==> src/verilog/kbl_pkg.sv <==
package kbl_pkg;
  // serial word layout
  localparam int KBL_WORD_BITS  = 9;
  localparam int KBL_DATA_BITS  = 8;
  localparam int KBL_KEY_BITS   = 7;
  localparam int KBL_STATUS_POS = 7;
  localparam logic KBL_STOP_LEVEL = 1'b1;
  localparam logic KBL_CLOSE_LEVEL = 1'b1;
  // timing
  localparam int KBL_CLK_MHZ        = 100;
  localparam int KBL_ACK_TIMEOUT_US = 20;
  localparam int KBL_ACK_TIMEOUT_CYC = KBL_ACK_TIMEOUT_US * KBL_CLK_MHZ;
  localparam int KBL_QUEUE_DEPTH    = 16;
  localparam int KBL_MAX_RETRIES    = 3;
  // reset values
  localparam logic [3:0] KBL_BIT_RST = 4'h0;
endpackage

==> src/verilog/kbl_link_if.sv <==
`timescale 1ns/1ps
`default_nettype none
interface kbl_link_if;
  logic data;
  logic ready;
  logic ack;
  modport keyboard (output data, output ready, input ack);
  modport host     (input data, input ready, output ack);
endinterface
`default_nettype wire

==> src/verilog/kbl_sync.sv <==
`timescale 1ns/1ps
`default_nettype none
module kbl_sync
(
  input  wire logic i_clk,
  input  wire logic i_rstn,
  input  wire logic i_async,
  output logic      o_level
);
  logic [2:0] sh_ff;
  // =====================================
  // three stages, change taken when last two agree
  always_ff @(posedge i_clk)
  begin
    if (!i_rstn)
      sh_ff <= 3'h0;
    else
      sh_ff <= {sh_ff[1:0], i_async};
  end
  always_ff @(posedge i_clk)
  begin
    if (!i_rstn)
      o_level <= 1'b0;
    else if (sh_ff[1] == sh_ff[2])
      o_level <= sh_ff[2];
  end
endmodule
`default_nettype wire

==> src/verilog/kbl_keyboard.sv <==
// Notes on behaviour
// - serial words of nine bit positions
// - eight data bits, lsb sent first
// - ninth position is stop bit
// - top byte bit is close/open status
// - low seven bits carry key number
// - only raw make/break events reported
// - pending events held in internal queue
// - bits presented on one data line
// - ready line says transfer is pending
// - host acknowledges each captured bit
// - queue full enters hold-off, nothing dropped
// - ack timeout resends the whole event
// - every press and release gives event
`timescale 1ns/1ps
`default_nettype none
module kbl_keyboard
  import kbl_pkg::*;
#(
  parameter int   DEPTH       = KBL_QUEUE_DEPTH,
  parameter int   TIMEOUT_CYC = KBL_ACK_TIMEOUT_CYC,
  parameter logic CLOSE_LEVEL = KBL_CLOSE_LEVEL
)
(
  input  wire logic       i_clk,
  input  wire logic       i_rstn,
  input  wire logic       i_ev_valid,
  input  wire logic       i_ev_closed,
  input  wire logic [6:0] i_ev_key,
  output logic            o_ev_ready,
  output logic            o_holdoff,
  output logic            o_retry,
  kbl_link_if.keyboard    link
);
  localparam int AW = $clog2(DEPTH);
  initial
  begin
    if (DEPTH < 2 || (1 << AW) != DEPTH)
      $error("kbl_keyboard: DEPTH must be a power of two >= 2");
    if (TIMEOUT_CYC < 2)
      $error("kbl_keyboard: TIMEOUT_CYC too small");
  end

  typedef enum logic [1:0]
  {
    KB_IDLE = 2'b00,
    KB_BIT  = 2'b01,
    KB_WAIT = 2'b10
  } kbl_state_e;

  logic [KBL_DATA_BITS-1:0] mem [DEPTH];
  logic [AW:0]              wr_ff;
  logic [AW:0]              rd_ff;
  logic                     full;
  logic                     empty;
  kbl_state_e               state_ff;
  logic [3:0]               bit_ff;
  logic [KBL_WORD_BITS-1:0] word_ff;
  logic [31:0]              tmo_ff;
  logic                     ack_s;
  logic                     ack_prev_ff;
  logic                     data_ff;
  logic                     ready_ff;
  logic                     push;
  logic                     pop;
  logic                     tmo_hit;

  kbl_sync u_ack_sync
  (
    .i_clk   (i_clk),
    .i_rstn  (i_rstn),
    .i_async (link.ack),
    .o_level (ack_s)
  );

  // =====================================
  // event queue
  assign full  = (wr_ff[AW] != rd_ff[AW]) && (wr_ff[AW-1:0] == rd_ff[AW-1:0]);
  assign empty = (wr_ff == rd_ff);
  assign push  = i_ev_valid && o_ev_ready && !full;
  assign pop   = (state_ff == KB_IDLE) && !empty;

  always_ff @(posedge i_clk)
  begin
    if (push)
      mem[wr_ff[AW-1:0]] <= {(i_ev_closed ? CLOSE_LEVEL : ~CLOSE_LEVEL), i_ev_key};
  end

  always_ff @(posedge i_clk)
  begin
    if (!i_rstn)
    begin
      wr_ff <= '0;
      rd_ff <= '0;
    end
    else
    begin
      if (push)
        wr_ff <= wr_ff + 1'b1;
      if (pop)
        rd_ff <= rd_ff + 1'b1;
    end
  end

  // =====================================
  // hold-off while full: source stalls, no event is lost
  always_ff @(posedge i_clk)
  begin
    if (!i_rstn)
    begin
      o_ev_ready <= 1'b0;
      o_holdoff  <= 1'b0;
    end
    else
    begin
      o_ev_ready <= !(full || (wr_ff[AW-1:0] + 1'b1 == rd_ff[AW-1:0] && push));
      o_holdoff  <= full;
    end
  end

  // =====================================
  // serial sender, one bit per ack pulse: ack rise, then ack low
  assign tmo_hit = (state_ff != KB_IDLE) && (tmo_ff == 32'(TIMEOUT_CYC - 1));

  always_ff @(posedge i_clk)
  begin
    if (!i_rstn)
      ack_prev_ff <= 1'b0;
    else
      ack_prev_ff <= ack_s;
  end

  always_ff @(posedge i_clk)
  begin
    if (!i_rstn)
    begin
      state_ff <= KB_IDLE;
      bit_ff   <= KBL_BIT_RST;
      word_ff  <= '0;
      data_ff  <= KBL_STOP_LEVEL;
      ready_ff <= 1'b0;
      tmo_ff   <= '0;
      o_retry  <= 1'b0;
    end
    else
    begin
      o_retry <= 1'b0;
      tmo_ff  <= (state_ff == KB_IDLE || (ack_s != ack_prev_ff)) ? '0 : tmo_ff + 1'b1;
      unique case (state_ff)
        KB_IDLE:
        begin
          ready_ff <= 1'b0;
          if (pop)
          begin
            word_ff  <= {KBL_STOP_LEVEL, mem[rd_ff[AW-1:0]]};
            bit_ff   <= KBL_BIT_RST;
            data_ff  <= mem[rd_ff[AW-1:0]][0];
            state_ff <= KB_BIT;
          end
        end
        KB_BIT:
        begin
          ready_ff <= 1'b1;
          data_ff  <= word_ff[bit_ff];
          if (tmo_hit)
          begin
            bit_ff  <= KBL_BIT_RST;
            o_retry <= 1'b1;
          end
          else if (ack_s && !ack_prev_ff)
          begin
            ready_ff <= 1'b0;
            state_ff <= KB_WAIT;
          end
        end
        KB_WAIT:
        begin
          if (tmo_hit)
          begin
            bit_ff   <= KBL_BIT_RST;
            o_retry  <= 1'b1;
            state_ff <= KB_BIT;
          end
          else if (!ack_s)
          begin
            if (bit_ff == 4'(KBL_WORD_BITS - 1))
              state_ff <= KB_IDLE;
            else
            begin
              bit_ff   <= bit_ff + 4'h1;
              state_ff <= KB_BIT;
            end
          end
        end
        default:
          state_ff <= KB_IDLE;
      endcase
    end
  end

  assign link.data  = data_ff;
  assign link.ready = ready_ff;
endmodule
`default_nettype wire

==> src/flat_wrapper.sv <==
// flat-port wrapper written by rule: the top's interface ports become plain ports
module kbl_keyboard_flat import kbl_pkg::*;
#(
  parameter int   DEPTH       = KBL_QUEUE_DEPTH,
  parameter int   TIMEOUT_CYC = KBL_ACK_TIMEOUT_CYC,
  parameter logic CLOSE_LEVEL = KBL_CLOSE_LEVEL
)
  (i_clk, i_rstn, i_ev_valid, i_ev_closed, i_ev_key, o_ev_ready, o_holdoff, o_retry, link_data, link_ready, link_ack);
  kbl_link_if link_i ();
  input  wire logic i_clk;
  input  wire logic i_rstn;
  input  wire logic i_ev_valid;
  input  wire logic i_ev_closed;
  input  wire logic [6:0] i_ev_key;
  output logic o_ev_ready;
  output logic o_holdoff;
  output logic o_retry;
  output wire logic [$bits(link_i.data)-1:0] link_data;
  output wire logic [$bits(link_i.ready)-1:0] link_ready;
  input wire logic [$bits(link_i.ack)-1:0] link_ack;
  assign link_data = link_i.data;
  assign link_ready = link_i.ready;
  assign link_i.ack = link_ack;
  kbl_keyboard #(.DEPTH(DEPTH), .TIMEOUT_CYC(TIMEOUT_CYC), .CLOSE_LEVEL(CLOSE_LEVEL)) u_core (.i_clk(i_clk), .i_rstn(i_rstn), .i_ev_valid(i_ev_valid), .i_ev_closed(i_ev_closed), .i_ev_key(i_ev_key), .o_ev_ready(o_ev_ready), .o_holdoff(o_holdoff), .o_retry(o_retry), .link(link_i));
endmodule
==> config.mk <==
export PLATFORM = sky130hd
export DESIGN_NAME = kbl_keyboard_flat
export DESIGN_NICKNAME = d
export VERILOG_FILES = /design/src/verilog/kbl_pkg.sv /design/src/verilog/kbl_link_if.sv /design/src/verilog/kbl_sync.sv /design/src/verilog/kbl_keyboard.sv /design/src/flat_wrapper.sv
export SDC_FILE = /design/constraint.sdc
export NUM_CORES = 1
export LEC_CHECK = 0
export BUFFER_PORTS_ARGS = -buffer_cell sky130_fd_sc_hd__buf_2
export CAP_MARGIN = 25
export CORE_MARGIN = 2
export CORE_UTILIZATION = 40
export CTS_CLUSTER_DIAMETER = 150
export DETAILED_ROUTE_END_ITERATION = 10
export GPL_TIMING_DRIVEN = 1
export PLACE_DENSITY = 0.54
export SYNTH_ARGS = -nofsm -noshare
export SYNTH_HDL_FRONTEND = slang
export SYNTH_HIERARCHICAL = 1
export SYNTH_SLANG_ARGS = --single-unit
==> constraint.sdc <==
create_clock -name i_clk -period 3.2 [get_ports i_clk]
set_input_delay 0.64 -clock i_clk [delete_from_list [all_inputs] [get_ports i_clk]]
set_output_delay 0.64 -clock i_clk [all_outputs]
set_load 0.05 [all_outputs]
======== Word level (Yosys, flattened, before mapping) ========
Memories as Yosys holds them, arrays and structs flattened. A register that Yosys moved wholly into a read port is not among the register bits.
Cells that the tools add are included.
storage, ports and cells
  register bits ........................... 67
  bits in writable memories ............... 128
  input port bits ......................... 12
  output and inout port bits .............. 5
  logic and storage cells ................. 88
  memories ................................ 1
memory list
  name        words  width  rd ports  clocked after memory_dff  wr ports  RTL line            text
  u_core.mem  16     8      1         1                         1         kbl_keyboard.sv:51  logic [KBL_DATA_BITS-1:0] mem [DEPTH];
operators by class
  add/subtract/negate cells ............... 5
  magnitude comparators ................... 1
  equality and inequality tests ........... 16
  muxes and demuxes ....................... 26
  bitwise operators ....................... 1
  reductions and logical operators ........ 24
operator list
  operator                                                                 number
  32-bit by 1-bit adder with 32-bit output, second input constant          1
  32-bit by 11-bit equality test with 1-bit output, second input constant  1
  4-bit two-way mux                                                        7
  4-bit one-hot mux with 3 select lines                                    1
  5-bit by 1-bit adder with 5-bit output, second input constant            2
  2-bit two-way mux                                                        5
  1-bit two-way mux                                                        9
  4-bit by 1-bit adder with 4-bit output, second input constant            2
  4-bit equality test                                                      2
  1-bit logical AND                                                        7
  2-bit by 1-bit inequality test with 1-bit output, second input constant  3
  3-bit by 2-bit inequality test with 1-bit output, second input constant  2
  2-bit one-hot mux with 3 select lines                                    1
  2-bit AND reduction                                                      3
  5-bit equality test                                                      1
  4-bit by 5-bit < comparator with 1-bit output, second input constant     1
  5-bit AND reduction                                                      1
  1-bit binary-select mux with 4-bit select                                1
  4-bit equality test, second input constant                               1
  1-bit zero test                                                          4
  1-bit one-hot mux with 2 select lines                                    2
  4-bit AND reduction                                                      1
  2-bit nonzero test                                                       2
  2-bit OR reduction                                                       2
  other kinds (9)                                                          11

======== Depth between registers and ports, before layout ========
Gate-level depths: netlist of run 1.
  depth after elaboration ................. 7
  mapped depth ............................ 8
  mapped depth without buffers ............ 7

======== Cells and area by module ========
Netlist of run 1, hierarchy kept.
by module, submodules not included
  module        instances  cells each  area an instance (sq um)  sequential area each (sq um)
  kbl_keyboard  1          573         8265.4                    5185.0
  kbl_sync      1          10          116.4                     80.1

======== Worst setup path before layout of run 1 ========
No wires, ideal clock.
  path kind ............................... register -> register
  start point ............................. register u_core.wr_ff[2]
  end point ............................... memory u_core.mem[3][0] (enable)
  library setup time ...................... 0.383 ns
  arrival time ............................ 1.959 ns
  data required time ...................... 2.817 ns
  setup slack ............................. 0.858 ns
  cell stages (with the launch flop) ...... 7
  path buffers ............................ 2
  clock period less this slack ............ 2.342 ns
  cell sequence ........................... dfxtp_1 -> buf_4 -> xor2_1 -> and4b_1 -> buf_2 -> a211o_1 -> nor3_1
on the way
  cells in the longest elaborated chain, start to end .. 6
RTL lines
  element                 RTL line            text
  start, declared         kbl_keyboard.sv:52  logic [AW:0] wr_ff;
  start signal, assigned  kbl_keyboard.sv:99  wr_ff <= wr_ff + 1'b1;
  4-bit equality test     kbl_keyboard.sv:78  assign full = (wr_ff[AW] != rd_ff[AW]) && (wr_ff[AW-1:0] == rd_ff[AW-1:0]);
  1-bit logical AND       kbl_keyboard.sv:78
  1-bit zero test         kbl_keyboard.sv:80  assign push = i_ev_valid && o_ev_ready && !full;
  1-bit logical AND       kbl_keyboard.sv:80
  1-bit two-way mux       kbl_keyboard.sv:85  if (push)
  1-bit two-way mux       kbl_keyboard.sv:86  mem[wr_ff[AW-1:0]] <= {(i_ev_closed ? CLOSE_LEVEL : ~CLOSE_LEVEL), i_ev_key};
  end, declared           kbl_keyboard.sv:51
Parallel ways exist; a longest one is shown, timed or not.

======== Worst setup path after layout of run 1 ========
  start point ............................. register u_core.wr_ff[2]
  end point ............................... memory u_core.mem[4][7] (enable)
Same word-level chain as after synthesis.

==> impl_metrics.sql, run 1 <==
INSERT INTO impl_metrics (metric_group, metric, value, unit) VALUES
('synthesis', 'synth_area_in_adders', '1.94', '%'),
('cts', 'cts_buffers', '17', ''),
('worst_setup_path', 'arrival', '2.56', 'ns'),
('synthesis', 'yosys_register_bits', '199', ''),
('sta', 'worst_pin_slew', '0.658', 'ns'),
('detailed_routing', 'first_iter_violations', '331', ''),
('global_route', 'grt_pass1_vias', '4838', ''),
('die', 'start_util', '41.0', '%'),
('detailed_routing', 'routed_via_density', '5.43', ''),
('cts', 'insertion_delay_of_the_later_clocked_pin_in_the_worst_skew_pair', '0.43', 'ns'),
('sta', 'clock_skew', '0.0127', 'ns'),
('sta', 'fmaxAchievable', '404', 'MHz'),
('sta', 'final_critical_path_setup_slack', '0.722', 'ns'),
('synthesis', 'sequential_fraction_of_the_synthesis_area', '62.8', '%'),
('die', 'die_area', '22100', 'um2'),
('synthesis', 'synth-simple-area-share', '11.8', '%'),
('sta', 'timing.max_slew.rel_slack', '56.0', '%'),
('detailed_routing', 'wl_final', '17200', 'um'),
('cts', 'clkSlewWorstSetupHoldPaths', '0.07', 'ns'),
('detailed_routing', 'route.vias.total', '4758', ''),
('worst_setup_path', 'startpoint_kind_of_the_worst_setup_timing_path', 'flop', ''),
('finish', 'leading_cell_types_in_the_layout_fill_and_taps_excluded', 'sky130_fd_sc_hd__edfxtp_1 (128), sky130_fd_sc_hd__dfxtp_1 (70), sky130_fd_sc_hd__nor2_1 (45)', ''),
('worst_setup_path', 'cp.required', '3.29', 'ns'),
('detailed_routing', 'drtAntennaViolNets', '0', ''),
('worst_setup_path', 'regToRegSetupSlack', '0.72', 'ns'),
('synthesis', 'dominantRegCellSynth', 'sky130_fd_sc_hd__edfxtp_1', ''),
('synthesis', 'synthesis.instances', '583', ''),
('worst_setup_path', 'critical_path_class', 'reg -> reg', ''),
('die', 'placement_rows', '52', ''),
('synthesis', 'avgSynthCellArea', '14.4', 'um2'),
('sta', 'finalHoldViolCount', '0', ''),
('synthesis', 'ys_warn_count', '6', ''),
('sta', 'final.setup.tns', '0', 'ns'),
('die', 'io_pins', '17', ''),
('flow_run', 'cap_violations', '0', ''),
('sta', 'setup_viol', '0', ''),
('sta', 'slew_viol_final', '0', ''),
('synthesis', 'synthDominantCellAreaShare', '45.9', '%'),
('min_path', 'worstHoldPathType', 'in -> reg', ''),
('cts', 'tritoncts', 'yes', ''),
('power', 'power-per-cell-area', '675', 'nW/um2'),
('synthesis', 'synth_top_family_by_area', 'multiplexers', ''),
('sta', 'grt_setup_unrepaired', 'no', ''),
('place', 'placement.io_buffers', '16', ''),
('synthesis', 'postSynth.asyncResetShare', '0', '%'),
('synthesis', 'synth.top_cells.by_area', 'sky130_fd_sc_hd__edfxtp_1 (46%), sky130_fd_sc_hd__dfxtp_1 (17%), sky130_fd_sc_hd__mux4_2 (9.4%)', ''),
('place', 'hpwl', '11600', 'um'),
('synthesis', 'yosysTopAreaCell', 'sky130_fd_sc_hd__edfxtp_1', ''),
('die', 'die_height', '149', 'um'),
('finish', 'insertedDiodeCount', '0', ''),
('finish', 'drive_gt1_share', '15.5', '%'),
('detailed_routing', 'drc_errors', '0', ''),
('place', 'gp_routability_congestion', '0.831', ''),
('cts', 'cts_num_sinks', '199', ''),
('finish', 'areaGrowthSynthToFinish', '10.6', '%'),
('synthesis', 'synth.cell_area', '8380', 'um2'),
('synthesis', 'synthXorXnorAreaFrac', '4.18', '%'),
('global_route', 'wire_length_of_the_first_global_routing_pass', '27500', 'um'),
('synthesis', 'synthDistinctLibCells', '56', ''),
('die', 'die_w', '149', 'um'),
('sta', 'period_minus_slack', '2.48', 'ns'),
('worst_setup_path', 'timing.critical_path.fanout_max', '17', ''),
('detailed_routing', 'route.detailed.wl_per_inst', '19.6', 'um'),
('die', 'placeableCoreArea', '20400', 'um2'),
('power', 'total_power', '6.25', 'mW'),
('global_route', 'grt_max_degree', '33', ''),
('finish', 'layout.cells.most_common', 'sky130_fd_sc_hd__edfxtp_1', ''),
('synthesis', 'post_synthesis_net_count', '608', ''),
('place', 'dpl_cell_area', '8700', 'um2'),
('outcome', 'status', 'finished, final reports clean', ''),
('finish', 'final_net_count', '619', '');
==> synthesized netlist by cell type (all sizes together), types with 4 or more instances <==
library cell,count
a21oi,10
and2,12
and3,18
and4,4
buf,16
clkbuf,14
dfxtp,71
edfxtp,128
ha,13
inv,13
mux2i,7
mux4,42
nand2,30
nand3,11
nand4,13
nor2,45
nor2b,6
nor3,15
nor4,14
o21ai,14
o2bb2ai,7
or3,7
xnor2,25
xor2,15
==> final cells by class <==
type / count / area, um2
fill: 1779 / 11200
timing repair buffer: 22 / 138
sequential: 199 / 5270
clock buffer: 19 / 443
multi-input combinational: 340 / 2900
inverter: 14 / 52.6
tap: 270 / 338
clock inverter: 13 / 130
==> critical path: stages, from the launching register on <==
cell and delay [ns]:
sky130_fd_sc_hd__dfxtp_1 0.51, sky130_fd_sc_hd__xor2_1 0.26, sky130_fd_sc_hd__and4b_1 0.36, sky130_fd_sc_hd__a21oi_4 0.50
sky130_fd_sc_hd__and3_1 0.50
==> final timing paths <==
check | start | end | cells past startpoint
setup reg to reg | u_core/wr_ff[2] | u_core/mem[4][7] | 4
hold / removal | link_ack | u_core/u_ack_sync/sh_ff[0] | 2
setup / recovery | u_core/wr_ff[2] | u_core/mem[4][7] | 4
hold reg to reg | u_core/u_ack_sync/sh_ff[0] | u_core/u_ack_sync/sh_ff[1] | 1
==> registers in the layout, summed over array words and instances (netlist names), 2 cells and up, named ones only <==
signal / count
u_core/rd_ff: 5
u_core/tmo_ff: 32
u_core/bit_ff: 4
u_core/word_ff: 9
u_core/state_ff: 2
u_core/u_ack_sync/sh_ff: 3
u_core/wr_ff: 5
u_core/mem: 128
==> metal layers <==
layer	up-vias	track usage [%]	wire (um)
li1	2237	-	-
met2	109	25.6	7840
met1	2382	23.6	8140
met4	2	4.90	348
met5	-	0	7
met3	28	3.82	859
==> stage by stage <==
stage / hold WS [ns] / instances / utilization (%)
floorplan: 0.406 / 583 / -
global placement: 0.418 / 845 / 42.6
detailed placement: 0.424 / 845 / 42.6
CTS: 0.411 / 877 / 45.4
global route: 0.422 / 877 / 45.4
finish: 0.427 / 877 / 45.4
==> logic make-up after synthesis <==
kind of cell / after synthesis
AO/OA/AOI/OAI: 51
XOR/XNOR: 40
adder cells (fa/ha/maj): 13
buffers and inverters: 44
flip-flops: 199
multiplexers: 49
AND/OR/NAND/NOR: 187
==> where the power goes <==
group | switching (mW) | internal, mW
sequential | 0.106 | 2.83
clock | 1.01 | 1.06
combinational | 0.675 | 0.569
No activity file was read; power rests on OpenSTA's default activity.
==> run 2, diff against run 1 <==
- clock period: 3.2 -> 2.4 ns (I/O delays scaled with it)
==> run 2 against run 1 <==
Via count grew 2.1%. Sequential share of layout area shrank 0.93 points. Power grew 33%. Cell area grew 1.7%. Sequential cell count is the same. Clock skew grew 0.0016 ns. Clock power grew 28%. Critical path depth grew 1. Maximum frequency grew 13%. Utilization grew 0.75 points. Worst hold slack lost 0.16 ns. Routed wire length shrank 1.7%. Critical endpoint is now u_core/mem[9][6]. Largest cell class unchanged. Largest power group unchanged.
==> impl_metrics.sql, run 2 (synthesis results as in run 1) <==
INSERT INTO impl_metrics (metric_group, metric, value, unit) VALUES
('outcome', 'status', 'finished, final reports clean', ''),
('worst_setup_path', 'cp.required', '2.48', 'ns'),
('place', 'dp_cells', '864', ''),
('cts', 'h-tree-depth', '4', ''),
('cts', 'cts_hold_buf', '0', ''),
('finish', 'layout.cells.most_common', 'sky130_fd_sc_hd__edfxtp_1', ''),
('die', 'die_height', '149', 'um'),
('sta', 'period_minus_slack', '2.19', 'ns'),
('worst_setup_path', 'timing.critical_path.fanout_max', '8', ''),
('place', 'placement.io_buffers', '16', ''),
('detailed_routing', 'drtAntennaViolNets', '0', ''),
('global_route', 'antenna_found_initial', '0', ''),
('worst_setup_path', 'regToRegSetupSlack', '0.21', 'ns'),
('power', 'maximum_vdd_ir_drop', '496', 'uV'),
('cts', 'cts_num_sinks', '199', ''),
('finish', 'area.sequential', '5270', 'um2'),
('worst_setup_path', 'worstReg2RegEnd', 'u_core/mem[9][6]', ''),
('min_path', 'worstHoldPathType', 'in -> reg', ''),
('detailed_routing', 'drc_errors', '0', ''),
('sta', 'timing.max_slew.rel_slack', '65.8', '%'),
('detailed_routing', 'first_iter_violations', '326', ''),
('global_route', 'globalRouteTotalUtil', '16.2', '%'),
('global_route', 'globalRouteMet3Util', '3.15', '%'),
('sta', 'worst_pin_slew', '0.512', 'ns'),
('global_route', 'grt-busiest-layer', 'met2', ''),
('min_path', 'worstHoldPathCells', '2', ''),
('cts', 'cts_buffers', '17', ''),
('worst_setup_path', 'end_kind', 'flop', ''),
('cts', 'cts-root-buf', 'sky130_fd_sc_hd__clkbuf_16', ''),
('cts', 'post-cts-setup-buffers', '0', ''),
('worst_setup_path', 'startpoint_kind_of_the_worst_setup_timing_path', 'flop', ''),
('die', 'placement_rows', '52', ''),
('finish', 'num-fill-cells', '1819', ''),
('finish', 'largest_register_ffs', '128', ''),
('worst_setup_path', 'critical_path.top_delay_family', 'simple AND/OR/NAND/NOR gates', ''),
('power', 'static-leakage-power', '3.07', 'nW'),
('sta', 'fmaxAchievable', '457', 'MHz'),
('min_path', 'worst_hold_startpoint', 'link_ack', ''),
('worst_setup_path', 'r2r_start', 'u_core/rd_ff[2]', ''),
('die', 'io_pins', '17', ''),
('worst_setup_path', 'crit_path_cell_trace', 'xor2_1, and4b_1, a21oi_4, buf_12, and3_1', ''),
('sta', 'fin_hold_ws', '0.266', 'ns'),
('detailed_routing', 'drt_pass1_iterations', '4', ''),
('worst_setup_path', 'critical-path-max-stage-delay', '0.43', 'ns'),
('cts', 'tritoncts', 'yes', ''),
('finish', 'layout.cells.non_filler', '896', ''),
('global_route', 'grt_max_degree', '33', ''),
('sta', 'setup_viol', '0', ''),
('worst_setup_path', 'cp-startpoint', 'u_core/rd_ff[2]', ''),
('die', 'die_area', '22100', 'um2'),
('global_route', 'wire_length_of_the_first_global_routing_pass', '26800', 'um'),
('cts', 'insertion_delay_of_the_later_clocked_pin_in_the_worst_skew_pair', '0.43', 'ns'),
('detailed_routing', 'routed_via_density', '5.42', ''),
('place', 'hpwl', '11600', 'um'),
('finish', 'drive_gt1_share', '17.9', '%'),
('detailed_routing', 'route.vias.total', '4856', ''),
('worst_setup_path', 'arrival', '2.27', 'ns'),
('die', 'start_util', '41.0', '%'),
('detailed_routing', 'wl_final', '16900', 'um'),
('global_route', 'grt_pass1_vias', '4846', ''),
('global_route', 'grt.met2_usage', '27.5', '%'),
('global_route', 'global_route.usage.met1', '21.4', '%'),
('worst_setup_path', 'ff2ff_path_depth', '5', ''),
('detailed_routing', 'route.detailed.wl_per_inst', '18.9', 'um'),
('global_route', 'globalRouteOverflowTotal', '0', ''),
('finish', 'insertedDiodeCount', '0', ''),
('finish', 'final_net_count', '638', ''),
('cts', 'clk_path_buf_depth', '2', ''),
('sta', 'slew_viol_final', '0', ''),
('die', 'placeableCoreArea', '20400', 'um2'),
('cts', 'clkSlewWorstSetupHoldPaths', '0.07', 'ns'),
('finish', 'multi_input_gate_area', '2900', 'um2'),
('sta', 'final.setup.tns', '0', 'ns'),
('cts', 'post_cts_resized', '0', ''),
('die', 'die_w', '149', 'um'),
('min_path', 'worst_hold_path.endpoint', 'u_core/u_ack_sync/sh_ff[0]', ''),
('worst_setup_path', 'slowest_stage', 'sky130_fd_sc_hd__and3_1', ''),
('finish', 'leading_cell_types_in_the_layout_fill_and_taps_excluded', 'sky130_fd_sc_hd__edfxtp_1 (128), sky130_fd_sc_hd__dfxtp_1 (70), sky130_fd_sc_hd__nor2_1 (45)', ''),
('sta', 'finalHoldViolCount', '0', ''),
('sta', 'tcrit_tclk_final', '91.2', '%'),
('worst_setup_path', 'critical_path_class', 'reg -> reg', ''),
('worst_setup_path', 'worstPathBufferInverterCount', '1', ''),
('sta', 'clock_skew', '0.0143', 'ns'),
('finish', 'areaGrowthSynthToFinish', '12.4', '%'),
('power', 'power-per-cell-area', '882', 'nW/um2'),
('sta', 'grt_setup_unrepaired', 'no', ''),
('place', 'gp_routability_congestion', '0.801', ''),
('flow_run', 'cap_violations', '0', '');
==> run 2: cell count changes in the layout (fill, tap and decap cells not counted), sizes merged <==
cell,before,now
buf,22,41
clkinv,4,5
clkinvlp,1,2
inv,22,20
==> run 2: area by class of cell <==
class                           count  share of cell area [%]
Timing Repair Buffer               41                    3.37
Clock inverter                     13                    1.21
Inverter                           14                   0.558
Multi-Input combinational cell    340                    30.8
Clock buffer                       19                    4.59
Sequential cell                   199                    55.9
Tap cell                          270                    3.58
==> run 2: worst max path at each step <==
stage | endpoint | slack, ns | cells after the start
floorplan | u_core/mem[3][0] | 0.06 | 6
global placement | u_core/mem[7][7] | 0.29 | 6
detailed placement | u_core/mem[9][6] | 0.24 | 5
CTS | u_core/mem[8][6] | 0.22 | 5
global route | u_core/mem[8][6] | 0.10 | 5
finish | u_core/mem[9][6] | 0.21 | 5
==> run 2: layer usage <==
layer / share of wire (%) / wire, um / up-vias
li1: - / - / 2279
met1: 45 / 7630 / 2471
met2: 50 / 8450 / 94
met3: 3.7 / 632 / 12
met4: 1.0 / 177 / 0
met5: 0 / 0 / -
==> run 2: where the power goes <==
part	total, mW	internal (mW)	leakage (nW)	switching [mW]
sequential	3.89	3.78	1.73	0.112
clock	2.64	1.36	0.266	1.28
combinational	1.78	0.850	1.07	0.928
total	8.31	5.99	3.07	2.32
==> run 2: stage by stage <==
| step | power [mW] | area (um2) | setup WS, ns | util [%] |
|---|---|---|---|---|
| finish | 8.31 | 9420 | 0.211 | 46.1 |
| global route | 8.70 | 9420 | 0.105 | 46.1 |
| CTS | 8.42 | 9420 | 0.217 | 46.1 |
| detailed placement | 5.76 | 8880 | 0.242 | 43.5 |
| global placement | 5.74 | 8880 | 0.288 | 43.5 |
| floorplan | 5.28 | 8380 | 0.0578 | - |
==> run 3, diff against run 2 <==
- CAP_MARGIN: 25 -> 30
- RECOVER_POWER: default -> 100
==> run 3 against run 2 <==
Cell area shrank 0.49%. Worst hold slack improved by 0.010 ns. Via count decreased by 0.68%. Sequential power barely moved. Non-clock buffer count is the same. Highest routed layer unchanged. Maximum frequency shrank 0.76%. Largest power group unchanged. Register-to-register slack worse by 0.02 ns. Critical endpoint is now u_core/mem[3][7]. Clock skew increased by 0.0012 ns. Clock power about the same. Die area is the same.
==> impl_metrics.sql, run 3 (synthesis results as in run 1) <==
INSERT INTO impl_metrics (metric_group, metric, value, unit) VALUES
('worst_setup_path', 'regToRegSetupSlack', '0.19', 'ns'),
('place', 'place_ws', '0.242', 'ns'),
('sta', 'period_minus_slack', '2.21', 'ns'),
('detailed_routing', 'route.detailed.wl_per_inst', '18.9', 'um'),
('power', 'maximum_vdd_ir_drop', '495', 'uV'),
('sta', 'worst_pin_slew', '0.920', 'ns'),
('cts', 'h-tree-depth', '4', ''),
('cts', 'post_cts_resized', '0', ''),
('die', 'die_w', '149', 'um'),
('sta', 'setup_viol', '0', ''),
('sta', 'tcrit_tclk_final', '91.9', '%'),
('worst_setup_path', 'r2r_start', 'u_core/rd_ff[2]', ''),
('finish', 'multi_input_gate_area', '2900', 'um2'),
('min_path', 'worst_hold_startpoint', 'link_ack', ''),
('place', 'hpwl', '11600', 'um'),
('global_route', 'antenna_found_initial', '0', ''),
('power', 'power-per-cell-area', '883', 'nW/um2'),
('min_path', 'worstHoldPathCells', '2', ''),
('cts', 'cts_num_sinks', '199', ''),
('detailed_routing', 'drc_errors', '0', ''),
('finish', 'num-fill-cells', '1833', ''),
('finish', 'areaGrowthSynthToFinish', '11.9', '%'),
('worst_setup_path', 'cp.required', '2.51', 'ns'),
('worst_setup_path', 'worstReg2RegEnd', 'u_core/mem[3][7]', ''),
('min_path', 'worstHoldPathType', 'in -> reg', ''),
('power', 'static-leakage-power', '3.00', 'nW'),
('detailed_routing', 'route.vias.total', '4823', ''),
('cts', 'cts_buffers', '17', ''),
('finish', 'utilization', '45.9', '%'),
('sta', 'final.setup.tns', '0', 'ns'),
('min_path', 'worst_hold_path.endpoint', 'u_core/u_ack_sync/sh_ff[0]', ''),
('die', 'die_height', '149', 'um'),
('worst_setup_path', 'timing.critical_path.fanout_max', '9', ''),
('cts', 'clk_path_buf_depth', '2', ''),
('place', 'placement.io_buffers', '16', ''),
('cts', 'post-cts-setup-buffers', '0', ''),
('flow_run', 'cap_violations', '0', ''),
('cts', 'insertion_delay_of_the_later_clocked_pin_in_the_worst_skew_pair', '0.43', 'ns'),
('die', 'placeableCoreArea', '20400', 'um2'),
('detailed_routing', 'wl_final', '16900', 'um'),
('global_route', 'grt_max_degree', '33', ''),
('global_route', 'grt_pass1_vias', '4846', ''),
('finish', 'largest_register_ffs', '128', ''),
('sta', 'final_critical_path_setup_slack', '0.194', 'ns'),
('worst_setup_path', 'startpoint_kind_of_the_worst_setup_timing_path', 'flop', ''),
('sta', 'fmaxAchievable', '453', 'MHz'),
('die', 'die_area', '22100', 'um2'),
('place', 'dpl_cell_area', '8880', 'um2'),
('global_route', 'globalRouteOverflowTotal', '0', ''),
('cts', 'cts_hold_buf', '0', ''),
('outcome', 'status', 'finished, final reports clean', ''),
('sta', 'slew_viol_final', '0', ''),
('worst_setup_path', 'arrival', '2.32', 'ns'),
('sta', 'finalHoldViolCount', '0', ''),
('sta', 'timing.max_slew.rel_slack', '38.6', '%'),
('worst_setup_path', 'end_kind', 'flop', ''),
('worst_setup_path', 'ff2ff_path_depth', '6', ''),
('detailed_routing', 'drtAntennaViolNets', '0', ''),
('cts', 'cts-root-buf', 'sky130_fd_sc_hd__clkbuf_16', ''),
('detailed_routing', 'first_iter_violations', '309', ''),
('die', 'placement_rows', '52', ''),
('sta', 'clock_skew', '0.0156', 'ns'),
('finish', 'insertedDiodeCount', '0', ''),
('global_route', 'globalRouteTotalUtil', '16.2', '%'),
('cts', 'tritoncts', 'yes', ''),
('place', 'gp_routability_congestion', '0.801', ''),
('detailed_routing', 'drt_pass1_iterations', '4', ''),
('finish', 'layout.cells.most_common', 'sky130_fd_sc_hd__edfxtp_1', ''),
('finish', 'area.sequential', '5270', 'um2'),
('cts', 'clkSlewWorstSetupHoldPaths', '0.07', 'ns'),
('detailed_routing', 'routed_via_density', '5.38', ''),
('die', 'io_pins', '17', ''),
('global_route', 'wire_length_of_the_first_global_routing_pass', '26800', 'um'),
('finish', 'final_net_count', '638', ''),
('sta', 'grt_setup_unrepaired', 'no', ''),
('finish', 'leading_cell_types_in_the_layout_fill_and_taps_excluded', 'sky130_fd_sc_hd__edfxtp_1 (128), sky130_fd_sc_hd__dfxtp_1 (70), sky130_fd_sc_hd__nor2_1 (45)', ''),
('worst_setup_path', 'critical_path_class', 'reg -> reg', ''),
('finish', 'drive_gt1_share', '14.9', '%'),
('finish', 'post_layout_inst_area', '9380', 'um2'),
('die', 'start_util', '41.0', '%');
[run 3: cell types whose count changed in the layout (fill, tap and decap cells not counted)]
cell / change
sky130_fd_sc_hd__a21boi_0: +1
sky130_fd_sc_hd__a21boi_1: -1
sky130_fd_sc_hd__and2_0: +5
sky130_fd_sc_hd__and2_1: -5
sky130_fd_sc_hd__buf_2: -14
sky130_fd_sc_hd__buf_4: -9
sky130_fd_sc_hd__clkbuf_1: +19
sky130_fd_sc_hd__clkbuf_2: +4
[run 3: worst max path at each step]
stage	from	endpoint	cells past startpoint
after global routing	u_core/rd_ff[2]	u_core/mem[4][3]	5
final	u_core/rd_ff[2]	u_core/mem[3][7]	6
after floorplan	u_core/wr_ff[2]	u_core/mem[3][0]	6
after CTS	u_core/rd_ff[2]	u_core/mem[8][6]	5
after global placement	u_core/rd_ff[2]	u_core/mem[7][7]	6
after detailed placement	u_core/rd_ff[2]	u_core/mem[9][6]	5
[run 3: area by class of cell]
type,count,share of cell area (%)
flip-flops and latches,199,56.2
multi-input cells,340,31.0
clock buffers,19,4.62
well taps,270,3.60
repair buffers,41,2.90
clock inverters,13,1.21
inverters,14,0.560
[run 3: power by group]
group / internal, mW / total [mW] / switching [mW]
clock: 1.36 / 2.65 / 1.29
combinational: 0.816 / 1.74 / 0.929
sequential: 3.78 / 3.89 / 0.111
total: 5.95 / 8.28 / 2.33
[run 3: per-layer routing]
| layer | wire [um] | global-route usage (%) | part of all wire (%) | vias up |
|---|---|---|---|---|
| met2 | 8410 | 27.5 | 50 | 91 |
| met4 | 200 | 4.57 | 1.2 | 0 |
| met1 | 7820 | 21.4 | 46 | 2438 |
| met3 | 495 | 3.15 | 2.9 | 16 |
| met5 | 0 | 0 | 0 | - |
| li1 | - | - | - | 2278 |
[run 3: stage by stage]
step | instances | power (mW) | hold slack [ns]
2_1_floorplan | 583 | 5.28 | 0.406
3_3_place_gp | 864 | 5.74 | 0.414
3_5_place_dp | 864 | 5.76 | 0.430
4_1_cts | 896 | 8.42 | 0.244
5_1_grt | 896 | 8.67 | 0.276
6_report | 896 | 8.28 | 0.276
[run 3: critical path, cell delays in order, from the launching register on]
cell and delay, ns:
sky130_fd_sc_hd__dfxtp_1 0.40, sky130_fd_sc_hd__xor2_1 0.28, sky130_fd_sc_hd__and4b_1 0.28, sky130_fd_sc_hd__buf_4 0.18, sky130_fd_sc_hd__a211o_1 0.34, sky130_fd_sc_hd__nor3_1 0.14
sky130_fd_sc_hd__clkbuf_2 0.27
